===== src/shared/pixel_fifo_pkg.sv =====
// constants and types for the asynchronous pixel output port
package pixel_fifo_pkg;
    localparam int          FIFO_DEPTH   = 40;
    localparam int          AF_LEVEL     = 32;
    localparam int          AF_LEVEL_LOW = 20;
    localparam int          AE_LEVEL     = 8;
    localparam int          CLEAR_EDGES  = 4;
    localparam int          WORD_W       = 16;
    // register map, byte addresses
    localparam logic [3:0]  CTRL_OFFSET   = 4'h0;
    localparam logic [3:0]  STATUS_OFFSET = 4'h4;
    // control fields
    localparam int          CTRL_ENABLE_BIT = 0;
    localparam int          CTRL_BURST_BIT  = 1;
    localparam int          CTRL_LOWAF_BIT  = 2;
    localparam logic [2:0]  CTRL_RESET      = 3'h1;
    // status fields
    localparam int          STAT_COUNT_LSB  = 0;
    localparam int          STAT_AF_BIT     = 8;
    localparam int          STAT_AE_BIT     = 9;
    localparam int          STAT_DP_BIT     = 10;
    localparam int          STAT_DROP_BIT   = 11;
    // in-band code words
    localparam logic [15:0] CODE_EOL_ODD    = 16'h01ff;
    localparam logic [15:0] CODE_EOL_EVEN   = 16'h01fe;
    localparam logic [15:0] CODE_FS         = 16'h05ff;
    localparam logic [15:0] CODE_FS_DRAINED = 16'h06ff;

    typedef enum logic [1:0] {
        KIND_PIXEL = 2'b00,
        KIND_EOL   = 2'b01,
        KIND_FS    = 2'b10
    } entry_kind_t;
endpackage : pixel_fifo_pkg


===== src/async_pixel_fifo_port.sv =====
// asynchronous pixel output port: 40-word fifo, flags and in-band codes
//
// Local design decisions: the register offsets and the strobed register port.
`timescale 1ns/100ps
`default_nettype none

// Contract
// - buffer pixels in 40-word fifo when selected
// - write only active valid pixels and codes
// - insert only line-end and field codes
// - codes only in blanking, never over pixels
// - burst mode feeds data-present to read enable
// - data-present rises with almost-full, falls empty
// - read only while read enable high
// - burst mode drives data from almost-full until empty
// - data-present one read cycle before data
// - burst load clock only while data present
// - active and burst load clock mark pixels only
// - outputs undefined after last word read
// - system mode load clock is delayed read clock
// - line end code 01FF/01FE, line sync low
// - field code 05FF/06FF after line end
// - enable low holds active indication low
// - almost-full above 31 stored, option lowers
// - each enabled read edge presents next word
// - clear low four read edges empties fifo
module async_pixel_fifo_port
    import pixel_fifo_pkg::*;
#(
    parameter int DEPTH = FIFO_DEPTH
) (
    // clock and reset
    input  wire logic        clk_sys,
    input  wire logic        reset,
    // register port
    input  wire logic [3:0]  reg_addr,
    input  wire logic [31:0] reg_wdata,
    input  wire logic        reg_wr,
    input  wire logic        reg_rd,
    output logic      [31:0] reg_rdata,
    // decoded pixel stream
    input  wire logic        pix_strobe,
    input  wire logic        pix_active,
    input  wire logic        pix_valid,
    input  wire logic [15:0] pix_data,
    input  wire logic        pix_cb,
    input  wire logic        line_end,
    input  wire logic        field_end,
    input  wire logic        field_even,
    // read port
    input  wire logic        fifo_read_clock,
    input  wire logic        fifo_read_enable,
    input  wire logic        fifo_clear_n,
    output logic      [15:0] video_data_bus,
    output logic             pixel_active,
    output logic             line_sync_n,
    output logic             field_sync_n,
    output logic             blue_chroma_marker,
    output logic             fifo_data_present,
    output logic             almost_full_flag,
    output logic             almost_empty_flag,
    output logic             qualified_load_clock
);
    localparam int PW = $clog2(DEPTH);
    localparam int CW = $clog2(DEPTH + 1);
    localparam int EW = WORD_W + 3;

    if (DEPTH <= AF_LEVEL || AF_LEVEL_LOW >= AF_LEVEL || AE_LEVEL >= AF_LEVEL_LOW) begin : g_chk
        $error("fifo depth must exceed the almost-full levels");
    end

    logic [EW-1:0] mem [DEPTH];
    logic [PW-1:0] wr_ptr_reg;
    logic [PW-1:0] rd_ptr_reg;
    logic [CW-1:0] count_reg;
    logic [2:0]    ctrl_reg;
    logic          drop_reg;
    logic          eol_pend_reg;
    logic          fs_pend_reg;
    logic          hold_reg;
    logic          rclk_reg;
    logic [2:0]    clr_cnt_reg;

    logic          api_en;
    logic          burst;
    logic          qual;
    logic          wr_req;
    logic          wr_do;
    logic          drop;
    logic          full;
    logic          rd_rise;
    logic          read_en;
    logic          pop;
    logic          clear;
    logic [CW-1:0] af_thr;
    entry_kind_t   wr_kind;
    entry_kind_t   rd_kind;
    logic [EW-1:0] wr_word;
    logic [EW-1:0] rd_word;
    logic [15:0]   code_word;

    assign api_en  = ctrl_reg[CTRL_ENABLE_BIT];
    assign burst   = ctrl_reg[CTRL_BURST_BIT];
    assign af_thr  = ctrl_reg[CTRL_LOWAF_BIT] ? CW'(AF_LEVEL_LOW) : CW'(AF_LEVEL);
    assign full    = (count_reg == CW'(DEPTH));

    // write side
    assign qual    = api_en & pix_strobe & pix_active & pix_valid;
    // codes wait for a cycle with no qualifying pixel
    always_comb begin
        wr_kind   = KIND_PIXEL;
        code_word = field_even ? CODE_EOL_EVEN : CODE_EOL_ODD;
        if (!qual && eol_pend_reg) begin
            wr_kind = KIND_EOL;
        end else if (!qual && fs_pend_reg) begin
            wr_kind   = KIND_FS;
            code_word = (count_reg == '0) ? CODE_FS_DRAINED : CODE_FS;
        end
    end
    assign wr_word = (wr_kind == KIND_PIXEL) ? {wr_kind, pix_cb, pix_data}
                                             : {wr_kind, 1'b0, code_word};
    assign wr_req  = qual | eol_pend_reg | fs_pend_reg;
    assign wr_do   = wr_req & ~full & ~clear;
    assign drop    = qual & full;

    always_ff @(posedge clk_sys) begin
        if (wr_do) begin
            mem[wr_ptr_reg] <= wr_word;
        end
    end

    // pending codes: a new event beats the write that retires the old one
    always_ff @(posedge clk_sys or posedge reset) begin
        if (reset) begin
            eol_pend_reg <= 1'b0;
            fs_pend_reg  <= 1'b0;
        end else if (clear || !api_en) begin
            eol_pend_reg <= 1'b0;
            fs_pend_reg  <= 1'b0;
        end else begin
            eol_pend_reg <= line_end | (eol_pend_reg & ~(wr_do & wr_kind == KIND_EOL));
            fs_pend_reg  <= field_end | (fs_pend_reg & ~(wr_do & wr_kind == KIND_FS));
        end
    end

    // read side; read clock is a sampled input
    assign rd_rise = fifo_read_clock & ~rclk_reg;
    assign read_en = burst ? fifo_data_present : fifo_read_enable;
    assign pop     = rd_rise & read_en & (count_reg != '0) & ~clear;
    assign rd_word = mem[rd_ptr_reg];
    assign rd_kind = entry_kind_t'(rd_word[EW-1 -: 2]);

    always_ff @(posedge clk_sys or posedge reset) begin
        if (reset) begin
            rclk_reg    <= 1'b0;
            clr_cnt_reg <= 3'h0;
        end else begin
            rclk_reg <= fifo_read_clock;
            if (fifo_clear_n) begin
                clr_cnt_reg <= 3'h0;
            end else if (rd_rise && clr_cnt_reg != 3'(CLEAR_EDGES)) begin
                clr_cnt_reg <= clr_cnt_reg + 3'h1;
            end
        end
    end
    assign clear = (clr_cnt_reg == 3'(CLEAR_EDGES));

    always_ff @(posedge clk_sys or posedge reset) begin
        if (reset) begin
            wr_ptr_reg <= '0;
            rd_ptr_reg <= '0;
            count_reg  <= '0;
        end else if (clear) begin
            wr_ptr_reg <= '0;
            rd_ptr_reg <= '0;
            count_reg  <= '0;
        end else begin
            if (wr_do) begin
                wr_ptr_reg <= (wr_ptr_reg == PW'(DEPTH - 1)) ? '0 : wr_ptr_reg + 1'b1;
            end
            if (pop) begin
                rd_ptr_reg <= (rd_ptr_reg == PW'(DEPTH - 1)) ? '0 : rd_ptr_reg + 1'b1;
            end
            count_reg <= count_reg + CW'(wr_do) - CW'(pop);
        end
    end

    // outputs move only on read clock edges
    always_ff @(posedge clk_sys or posedge reset) begin
        if (reset) begin
            video_data_bus     <= 16'h0000;
            pixel_active       <= 1'b0;
            line_sync_n        <= 1'b1;
            field_sync_n       <= 1'b1;
            blue_chroma_marker <= 1'b0;
        end else if (pop) begin
            video_data_bus     <= rd_word[WORD_W-1:0];
            pixel_active       <= (rd_kind == KIND_PIXEL);
            line_sync_n        <= (rd_kind != KIND_EOL);
            field_sync_n       <= (rd_kind != KIND_FS);
            blue_chroma_marker <= (rd_kind == KIND_PIXEL) & rd_word[WORD_W];
        end else if (rd_rise) begin
            // nothing read: data left as is, reader must ignore it
            pixel_active       <= 1'b0;
            blue_chroma_marker <= 1'b0;
        end
    end

    // flags
    assign almost_full_flag  = (count_reg >= af_thr);
    assign almost_empty_flag = (count_reg <= CW'(AE_LEVEL));
    // set with almost-full, released only when empty
    assign fifo_data_present = almost_full_flag | (hold_reg & (count_reg != '0));

    always_ff @(posedge clk_sys or posedge reset) begin
        if (reset) begin
            hold_reg <= 1'b0;
        end else begin
            hold_reg <= fifo_data_present;
        end
    end

    // burst: pixel-gated copy of the read clock; system: plain copy
    always_ff @(posedge clk_sys or posedge reset) begin
        if (reset) begin
            qualified_load_clock <= 1'b0;
        end else if (burst) begin
            qualified_load_clock <= rclk_reg & pixel_active;
        end else begin
            qualified_load_clock <= rclk_reg;
        end
    end

    // register port
    always_ff @(posedge clk_sys or posedge reset) begin
        if (reset) begin
            ctrl_reg <= CTRL_RESET;
            drop_reg <= 1'b0;
        end else begin
            if (reg_wr && reg_addr == CTRL_OFFSET) begin
                ctrl_reg <= reg_wdata[2:0];
            end
            // an overflow in the clearing cycle still shows
            drop_reg <= drop | (drop_reg & ~(reg_wr && reg_addr == STATUS_OFFSET
                                             && reg_wdata[STAT_DROP_BIT]));
        end
    end

    always_ff @(posedge clk_sys or posedge reset) begin
        if (reset) begin
            reg_rdata <= 32'h0000_0000;
        end else begin
            reg_rdata <= 32'h0000_0000;
            if (reg_rd && reg_addr == CTRL_OFFSET) begin
                reg_rdata[2:0] <= ctrl_reg;
            end else if (reg_rd && reg_addr == STATUS_OFFSET) begin
                reg_rdata[STAT_COUNT_LSB +: CW] <= count_reg;
                reg_rdata[STAT_AF_BIT]          <= almost_full_flag;
                reg_rdata[STAT_AE_BIT]          <= almost_empty_flag;
                reg_rdata[STAT_DP_BIT]          <= fifo_data_present;
                reg_rdata[STAT_DROP_BIT]        <= drop_reg;
            end
        end
    end
endmodule : async_pixel_fifo_port

`default_nettype wire


===== config.mk =====
export PLATFORM = sky130hd
export DESIGN_NAME = async_pixel_fifo_port
export DESIGN_NICKNAME = d
export VERILOG_FILES = /design/src/shared/pixel_fifo_pkg.sv /design/src/async_pixel_fifo_port.sv
export SDC_FILE = /design/constraint.sdc
export NUM_CORES = 1
export LEC_CHECK = 0
export BUFFER_PORTS_ARGS = -buffer_cell sky130_fd_sc_hd__buf_2
export CAP_MARGIN = 20
export CORE_ASPECT_RATIO = 1.2
export CORE_MARGIN = 2
export CORE_UTILIZATION = 25
export DETAILED_ROUTE_END_ITERATION = 8
export GPL_TIMING_DRIVEN = 0
export PLACE_DENSITY = 0.38
export SYNTH_ARGS = -nofsm -noshare
export SYNTH_HDL_FRONTEND = slang
export SYNTH_SLANG_ARGS = --single-unit

===== constraint.sdc =====
create_clock -name clk_sys -period 4.1 [get_ports clk_sys]
set_input_delay 0.615 -clock clk_sys [delete_from_list [all_inputs] [get_ports clk_sys]]
set_output_delay 0.615 -clock clk_sys [all_outputs]
set_load 0.02 [all_outputs]

### Word-level counts from Yosys, hierarchy flattened

Memories as Yosys holds them, arrays and structs flattened.
Index checks and enable logic that the tools add are counted.

* register bits after elaboration: 60
* RAM bits: 760
* output and inout port bits: 56
* memories: 1

* $add $sub $neg: 5
* $lt $le $gt $ge: 2
* equality and inequality tests: 10
* multiplexer cells: 31
* bitwise logic cells: 30
* reduce and logical (&&, ||, !) cells: 20

Memories
* mem: depth 40, bits a word 19, rd ports 1, clocked after memory_dff 0, wr ports 1, line async_pixel_fifo_port.sv:72 `logic [EW-1:0] mem [DEPTH];`

Operator list (count)
* 2-to-1 mux 6 bit: 9
* 2-to-1 mux 11 bit: 2
* bitwise AND 1 bit: 18
* equality test 6 bit, second input constant: 3
* 2-to-1 mux 17 bit: 1
* adder 6 x 1 -> 6 bit, second input constant: 2
* 2-to-1 mux 3 bit: 4
* 2-to-1 mux 1 bit: 10
* 2-to-1 mux 10 bit: 1
* logical AND 1 bit: 8
* 2-to-1 mux 4 bit: 2
* nonzero test 2 bit: 4
* adder 6 x 1 -> 6 bit: 1
* >= comparator 6 bit: 1
* <= comparator 6 x 4 -> 1 bit, second input constant: 1
* logical NOT 6 bit: 1
* NOT 1 bit: 6
* OR 1 bit: 6
* nonzero test 6 bit: 1
* subtractor 6 x 1 -> 6 bit: 1
* equality test 4 x 3 -> 1 bit, second input constant: 1
* logical NOT 2 bit: 2
* logical NOT 4 bit: 1
* 2-to-1 mux 2 bit: 2
* 9 further kinds: 10

### Depth between registers and ports, before layout

Gate-level depths: netlist (run 1).

* depth after elaboration: 13
* gate-level depth with buffers: 17
* mapped depth without buffers: 16

### Least setup slack after synthesis (run 1)

Ideal clock, no wire load.

* kind: reg-to-reg
* from: register count_reg[2]
* to: register count_reg[4]
* library setup time: 0.132 ns
* data arrival time: 3.214 ns
* data required time: 3.968 ns
* path slack: 0.754 ns
* cell stages (with the launch flop): 18
* buffers on the path: 1
* period minus slack after synthesis: 3.346 ns
* cell sequence: dfrtp_1 inv_1 ha_1 or3b_2 a31oi_1 nand4bb_1 nand3_1 clkbuf_1 inv_1 ha_1 inv_1 ha_1 fa_1 a21oi_1 nor2_1 nor2_1 xor2_1 nor2_1

* cells in the longest elaborated chain, start to end: 9

Ends and longest elaborated chain
* from (decl): line async_pixel_fifo_port.sv:75 `logic [CW-1:0] count_reg;`
* from (signal assigned): line async_pixel_fifo_port.sv:184 `count_reg <= count_reg + CW'(wr_do) - CW'(pop);`
* branches (longest 5 deep; another with >= comparator 6 bit)
* bitwise AND 1 bit (*) (2 in a row): line async_pixel_fifo_port.sv:149 `assign pop = rd_rise & read_en & (count_reg != '0) & ~clear;`
* named net pop: line async_pixel_fifo_port.sv:93 `logic pop;`
* subtractor 6 x 1 -> 6 bit (*): line async_pixel_fifo_port.sv:184
* 2-to-1 mux 6 bit (*): line async_pixel_fifo_port.sv:173 `end else if (clear) begin`

Mark *: on every way through the listed nets, which the timed path passes.
A chain may end at the register's enable or synchronous reset.

### Worst setup path in the final report (run 1)

* from: register ctrl_reg[0]
* to: memory mem[3][10] (netlist bit), enable pin

* cells in the longest elaborated chain, start to end: 9

Ends and longest elaborated chain
* from (decl): line async_pixel_fifo_port.sv:76 `logic [2:0] ctrl_reg;`
* from (signal assigned): line async_pixel_fifo_port.sv:241 `ctrl_reg <= reg_wdata[2:0];`
* bitwise AND 1 bit (3 in a row): line async_pixel_fifo_port.sv:108 `assign qual = api_en & pix_strobe & pix_active & pix_valid;`
* OR 1 bit (2 in a row): line async_pixel_fifo_port.sv:122 `assign wr_req = qual | eol_pend_reg | fs_pend_reg;`
* bitwise AND 1 bit (2 in a row): line async_pixel_fifo_port.sv:123 `assign wr_do = wr_req & ~full & ~clear;`
* 2-to-1 mux 1 bit: line async_pixel_fifo_port.sv:127 `if (wr_do) begin`
* 2-to-1 mux 1 bit (not written as such): line async_pixel_fifo_port.sv:128 `mem[wr_ptr_reg] <= wr_word;`
* to (decl): line async_pixel_fifo_port.sv:72

Every way passes these cells.

==> implementation parameters, run 1 <==
Parameter                              Value

Run status
  Run status ... completed

Worst setup path
  R2r worst-path depth ... 7
  Highest fanout seen on the critical path ... 11
  Critical path class ... register to register
  Arrival time of data at the critical path endpoint ... ~4 ns
  Reg-to-reg startpoint ... ctrl_reg[0]$_DFFE_PP1P_
  Endpoint of the most critical register-to-register path ... mem[3][10]$_DFFE_PP_
  Worst Setup End Kind ... register
  Flop2flop setup slack ... 0.35 ns
  Sort of element at the start of the critical path ... register
  Worst EP required ... 4.46 ns

Die
  Initial cell density of the core ... 0.251
  Core Region ... 128000 um2
  Height of the chip ... 397 um
  Horiz. Die Dim ... between 300 and 400 um
  Cell Rows ... 144
  Total Die Area ... around 130000 um2
  Io pins ... 122

CTS
  TritonCTS clock tree ... built
  CTS H-Tree Depth ... 3
  Worst-path clk slew ... 0.05 ns
  Clock root buffer ... sky130_fd_sc_hd__clkbuf_16
  Clk_lat worst skew ... around 0.67 ns
  Total clock sinks ... 820
  CTS buffer count ... 88
  Maximum buffer depth of the clock tree ... 3

Logic synthesis
  Largest area contributor in the netlist ... sky130_fd_sc_hd__edfxtp_1
  Number of flops mapped to enable cells by yosys ... 760
  Library cell with the highest instance count after synthesis ... sky130_fd_sc_hd__edfxtp_1
  Gate count after technology mapping ... between 1500 and 2000
  Top cells by count, synth ... sky130_fd_sc_hd__edfxtp_1 (760), sky130_fd_sc_hd__mux4_2 (206), sky130_fd_sc_hd__nor2_1 (79)
  Total standard cell area after synthesis ... roughly 32000 um2
  Post-synthesis sequential area ratio ... 0.754
  Post-synth top area share ... 0.708
  Largest cells by area after synthesis ... sky130_fd_sc_hd__edfxtp_1 (71%), sky130_fd_sc_hd__mux4_2 (14%), sky130_fd_sc_hd__dfrtp_1 (4.4%), sky130_fd_sc_hd__mux2i_1 (2.3%), sky130_fd_sc_hd__nor2_1 (0.92%)
  Mean instance size in the synthesized netlist ... roughly 21 um2
  Share of synthesized flip-flops with an asynchronous set or reset ... 0.0732
  Post-synthesis sequential element count ... 820
  Warnings, synthesis ... 0
  Post-synth top flop ... sky130_fd_sc_hd__edfxtp_1
  Count of distinct cell types in the synthesized netlist ... 55

Global route
  Global Route Usage Sum ... 0.143
  Via count of the first global-routing pass ... about 17000
  Maximum number of pins on one net before global-route repair ... 54
  Antenna violations before repair ... 0
  Final global-route overflow total ... 0
  Wire length of the first global-routing pass ... about 130000 um

Final layout
  Finished Core Util ... 0.305
  Filler instances ... 12500
  Area added between synthesis and finish ... 21.3%
  Post-route cell area ... 39100 um2
  Biggest register ... mem
  Flip-flop count of the largest register after layout ... 760
  Share of post-route cells with drive strength above 1 ... 0.320
  Number of nets in the layout ... between 1500 and 2000
  Largest registers ... mem x760, video_data_bus x16, reg_rdata x10

STA
  Slew at the pin closest to its max-slew limit ... 1.11 ns
  Sum of negative setup slack ... 0 ns
  Maximum clock frequency ... 267 MHz
  Total setup violations reported at the end of the flow ... 0
  Share of the clock period used by the worst path after layout ... 0.914
  Shortest clock period the worst path allows after layout ... 3.75 ns
  Setup repair after global routing missed its margin ... no
  Post-Route Skew ... 0.0222 ns
  Final Hold Vio Count ... 0
  Slew headroom ... 0.260
  Max Slew Vio Count ... 0
  Post-route worst hold slack ... 0.0839 ns

Detailed routing
  Total length of routed wires ... 93500 um
  Average via count per standard cell ... 4.47
  Count of TritonRoute iterations in the first routing pass ... 5
  Number of vias in the routed layout ... 15800
  Drt drc ... 0
  Count of antenna-violating nets left after detailed routing ... 0
  1st-iter DRT viols ... 1028
  DR WL/cell ... 26.5 um

Place
  Final weighted congestion in routability-driven placement ... 0.750
  Cell Area, Placed ... 35600 um2
  Placed wire-length estimate after detailed placement ... 59500 um
  Number of buffer cells added on primary ports ... 70

Worst hold path
  Worst min path class ... input pin to register
  Hold EP ... rclk_reg$_DFF_PP0_
  Cell depth of the worst hold path ... 1
  Startpoint of the tightest hold check path ... fifo_read_clock

Pwr
  Final Total Pwr ... 25.3 mW
  Cell Pwr Density ... 648 nW/um2
  LEAKAGE ... roughly 13 nW
  Largest voltage drop on the vdd net ... 0.329 mV

Job
  Max capacitance violation total ... 0
==> power by group <==
part | total, mW | internal (mW) | leakage, nW | switching [mW]
sequential | 10.1 | 9.87 | 7.61 | 0.191
combinational | 7.59 | 3.07 | 3.66 | 4.52
clock | 7.68 | 4.41 | 1.34 | 3.27
total | 25.3 | 17.4 | 12.6 | 7.98
==> per-layer routing <==
metal  vias to the layer above  track usage  wire length (um)  part of all wire
met5                         -            0                 0                 0
met4                         0       0.0433              1890             0.020
met3                        90       0.0190              3020             0.032
met2                       324        0.267             50900              0.54
met1                      8611        0.170             37700              0.40
li1                       6773            -                 -                 -
==> layout by cell type (no fill, tap or decap), types with 10 or more instances in the layout <==
cell type | synthesis | final
sky130_fd_sc_hd__a21oi_1 | 34 | 33
sky130_fd_sc_hd__a22o_1 | 18 | 18
sky130_fd_sc_hd__a22oi_1 | 12 | 12
sky130_fd_sc_hd__buf_1 | 12 | 11
sky130_fd_sc_hd__buf_12 | 0 | 40
sky130_fd_sc_hd__buf_2 | 9 | 80
sky130_fd_sc_hd__buf_4 | 29 | 39
sky130_fd_sc_hd__buf_6 | 9 | 10
sky130_fd_sc_hd__clkbuf_1 | 36 | 56
sky130_fd_sc_hd__clkbuf_16 | 0 | 90
sky130_fd_sc_hd__clkinv_1 | 1 | 12
sky130_fd_sc_hd__clkinv_2 | 0 | 18
sky130_fd_sc_hd__conb_1 | 1 | 22
sky130_fd_sc_hd__dfrtp_1 | 57 | 57
sky130_fd_sc_hd__edfxtp_1 | 760 | 760
sky130_fd_sc_hd__ha_1 | 18 | 18
sky130_fd_sc_hd__inv_1 | 16 | 14
sky130_fd_sc_hd__mux2i_1 | 73 | 73
sky130_fd_sc_hd__mux4_2 | 206 | 206
sky130_fd_sc_hd__nand2_1 | 46 | 46
sky130_fd_sc_hd__nand3_1 | 13 | 12
sky130_fd_sc_hd__nor2_1 | 79 | 37
sky130_fd_sc_hd__nor2_4 | 0 | 41
sky130_fd_sc_hd__o21ai_0 | 11 | 11
==> area by class of cell <==
cell class                      count  area, um2  share of cell area
Sequential cell                   820      24300               0.622
Multi-Input combinational cell    624       7790               0.199
Clock buffer                      115       2390              0.0610
Tap cell                         1679       2100              0.0537
Timing Repair Buffer              135       1520              0.0388
Buffer                             96        557              0.0142
Clock inverter                     44        369             0.00943
Inverter                           18       70.1             0.00179
Antenna cell                        3       7.51            0.000192
==> worst max-delay path, stage by stage (launching register included) <==
cell	delay, ns
sky130_fd_sc_hd__dfstp_2	0.57
sky130_fd_sc_hd__nand4_1	0.38
sky130_fd_sc_hd__a32oi_2	0.64
sky130_fd_sc_hd__nand2_1	0.21
sky130_fd_sc_hd__nor2_1	0.28
sky130_fd_sc_hd__nand2_1	0.51
sky130_fd_sc_hd__nor2_4	0.60
sky130_fd_sc_hd__buf_16	0.22
==> cells by family (layout without fill, tap and decap cells) <==
group,count (synthesis),in the layout,synth area share
flops,820,820,0.754
xor+xnor,10,10,0.00272
mux,283,283,0.168
compound gates,102,102,0.0213
fa+ha+maj,19,19,0.00760
other cells,1,25,0.000116
buf+inv,115,408,0.0194
simple gates,188,188,0.0268
==> worst max-delay path by stage <==
stage	start	endpoint	slack [ns]
6_report	ctrl_reg[0]$_DFFE_PP1P_	mem[3][10]$_DFFE_PP_	0.35
5_1_grt	count_reg[2]$_DFF_PP0_	count_reg[5]$_DFF_PP0_	0.1
4_1_cts	count_reg[2]$_DFF_PP0_	count_reg[5]$_DFF_PP0_	0.006
3_5_place_dp	pix_active	mem[10][7]$_DFFE_PP_	-0.57
3_3_place_gp	pix_valid	mem[15][4]$_DFFE_PP_	-1.32
2_1_floorplan	count_reg[2]$_DFF_PP0_	count_reg[4]$_DFF_PP0_	0.75
==> per-stage QoR <==
stage / cells / setup slack, ns
floorplan: 1559 / 0.754
global placement: 3308 / -1.32
detailed placement: 3329 / -0.569
CTS: 3529 / 0.00627
global route: 3531 / 0.0954
finish: 3534 / 0.352
==> what timing repair did <==
action,CTS,global route
gates resized for setup,1,4
setup buffers,41,0
endpoints found under the hold margin,7,0
hold buffers,1,0
setup endpoints to repair,648,137
pin swaps,30,0
No activity file was read; power rests on OpenSTA's default activity.
==> run 2: changes to the inputs <==
Settings changed: CORE_UTILIZATION 25 to 60, PLACE_DENSITY 0.38 to unset, PLACE_DENSITY_LB_ADDON set to 0.12, SLEW_MARGIN set to 25.
==> run 2 against run 1 <==
Sequential cell count stayed put; cell count fell by 28%; register-to-register slack lost 0.16 ns; count of clock-buffer cells in the layout is 16 lower; die area down 58%; largest power group unchanged.
==> implementation parameters, run 2 (synthesized netlist as in run 1, its figures left out) <==
Parameter                              Value

CTS
  Maximum buffer depth of the clock tree ... 3
  Worst-path clk slew ... ~0.070 ns
  CTS H-Tree Depth ... 3
  Total clock sinks ... 820
  TritonCTS clock tree ... built
  Clock root buffer ... sky130_fd_sc_hd__clkbuf_16
  Clk_lat worst skew ... 0.63 ns
  CTS buffer count ... 77

Detailed routing
  Average via count per standard cell ... 6.42
  Count of antenna-violating nets left after detailed routing ... 0
  Count of TritonRoute iterations in the first routing pass ... 5
  Number of vias in the routed layout ... 16300
  Drt drc ... 0
  DR WL/cell ... 30.6 um
  1st-iter DRT viols ... slightly below 2000
  Total length of routed wires ... roughly 78000 um

Final layout
  Diodes inserted ... 0
  Number of nets in the layout ... about 1800
  Biggest register ... mem
  Post-route cell area ... 37900 um2
  Filler instances ... 3131
  Share of post-route cells with drive strength above 1 ... 0.315
  Area added between synthesis and finish ... 17.4%
  Largest registers ... mem x760, video_data_bus x16, reg_rdata x10
  Commonest cells after routing, fill and taps aside ... sky130_fd_sc_hd__edfxtp_1 (760), sky130_fd_sc_hd__mux4_2 (206), sky130_fd_sc_hd__buf_2 (79), sky130_fd_sc_hd__clkbuf_16 (79), sky130_fd_sc_hd__mux2i_1 (73)
  Finished Core Util ... 0.709
  Flip-flop count of the largest register after layout ... 760
  Commonest non-fill, non-tap cell in the layout ... sky130_fd_sc_hd__edfxtp_1

Worst setup path
  Flop2flop setup slack ... approximately 0.19 ns
  Critical path class ... register to register
  Endpoint of the most critical register-to-register path ... mem[1][2]$_DFFE_PP_
  Worst EP required ... 4.42 ns
  R2r worst-path depth ... 7
  Worst Setup End Kind ... register
  Reg-to-reg startpoint ... ctrl_reg[0]$_DFFE_PP1P_
  Sort of element at the start of the critical path ... register
  Arrival time of data at the critical path endpoint ... approximately 4.2 ns
  Highest fanout seen on the critical path ... 10

Worst hold path
  Hold EP ... rclk_reg$_DFF_PP0_
  Cell depth of the worst hold path ... 1
  Startpoint of the tightest hold check path ... fifo_read_clock
  Worst min path class ... input pin to register

Place
  Number of buffer cells added on primary ports ... 70
  Final weighted congestion in routability-driven placement ... 0.890
  Cell Area, Placed ... 35200 um2
  Placed wire-length estimate after detailed placement ... 52000 um

Global route
  Global Route Usage Sum ... 0.286
  Wire length of the first global-routing pass ... 112000 um
  Final global-route overflow total ... 0
  Antenna violations before repair ... 2
  Maximum number of pins on one net before global-route repair ... 45
  Via count of the first global-routing pass ... 16600

Die
  Height of the chip ... 258 um
  Initial cell density of the core ... 0.604
  Core Region ... 53400 um2
  Total Die Area ... around 56000 um2
  Io pins ... 122
  Cell Rows ... 93
  Horiz. Die Dim ... 216 um

STA
  Setup repair after global routing missed its margin ... no
  Slew headroom ... 0.301
  Total setup violations reported at the end of the flow ... 0
  Max Slew Vio Count ... 0
  Post-Route Skew ... roughly 0.025 ns
  Final Hold Vio Count ... 0
  Post-route worst hold slack ... 0.112 ns
  Maximum clock frequency ... 256 MHz
  Share of the clock period used by the worst path after layout ... 0.954
  Slew at the pin closest to its max-slew limit ... 1.05 ns
  Shortest clock period the worst path allows after layout ... 3.91 ns

Run status
  Run status ... completed

Pwr
  Final Total Pwr ... 24.6 mW
  LEAKAGE ... approximately 13 nW
  Largest voltage drop on the vdd net ... 0.360 mV
  Cell Pwr Density ... 649 nW/um2

Job
  Max capacitance violation total ... 0
run 2: changes by cell type in the layout (fill, tap and decap cells not counted), sizes merged:
cell / change
diode: -3
clkinvlp: +1
buf: -12
clkinv: -10
clkbuf: -13
bufinv: +3
run 2: repair_timing:
| item | CTS | global route |
|---|---|---|
| setup endpoints to repair | 125 | 138 |
| pin swaps | 0 | 2 |
| endpoints found under the hold margin | 15 | 0 |
| resized for setup | 2 | 4 |
| buffers inserted | 0 | 6 |
| gates cloned | 0 | 0 |
| hold buffers | 1 | 0 |
run 2: critical path, stage by stage, from the launching register on:
cell,delay (ns)
sky130_fd_sc_hd__dfstp_2,0.58
sky130_fd_sc_hd__nand4_1,0.43
sky130_fd_sc_hd__a32oi_2,0.63
sky130_fd_sc_hd__nand2_1,0.19
sky130_fd_sc_hd__nor2_1,0.30
sky130_fd_sc_hd__nand2_1,0.57
sky130_fd_sc_hd__nor2_4,0.66
sky130_fd_sc_hd__buf_16,0.22
run 2: through the flow:
stage	TNS (ns)	worst slack [ns]	instances
after floorplan	0	0.754	1559
after global placement	-448.97	-0.690	2341
after detailed placement	-18.11	-0.208	2390
after CTS	0	0.00796	2527
after global routing	0	0.0386	2533
final	0	0.190	2533
run 2: area by class of cell:
cell class	count	area, um2	area share
buffer	96	561	0.0148
inverter	18	73.8	0.00195
timing repair buffer	126	1700	0.0448
clock buffer	99	2100	0.0555
clock inverter	38	432	0.0114
tap	712	891	0.0235
multi-input combinational	624	7800	0.206
sequential	820	24300	0.642
run 2: per-layer routing:
layer	wire (um)	GRT usage	part of all wire
met1	29500	0.393	0.38
met2	38400	0.464	0.49
met3	6590	0.0476	0.085
met4	3170	0.118	0.041
met5	0	0	0
run 2: worst max-delay path by stage:
stage	endpoint	slack, ns	start
after floorplan	count_reg[4]$_DFF_PP0_	0.75	count_reg[2]$_DFF_PP0_
after global placement	mem[8][6]$_DFFE_PP_	-0.69	pix_valid
after detailed placement	count_reg[4]$_DFF_PP0_	-0.21	count_reg[2]$_DFF_PP0_
after CTS	count_reg[5]$_DFF_PP0_	0.008	count_reg[2]$_DFF_PP0_
after global routing	mem[1][2]$_DFFE_PP_	0.04	ctrl_reg[0]$_DFFE_PP1P_
final	mem[1][2]$_DFFE_PP_	0.19	ctrl_reg[0]$_DFFE_PP1P_
run 2: report_power, final:
part,switching [mW],internal [mW]
registers,0.208,9.87
logic,4.27,3.07
clock network,3.02,4.14
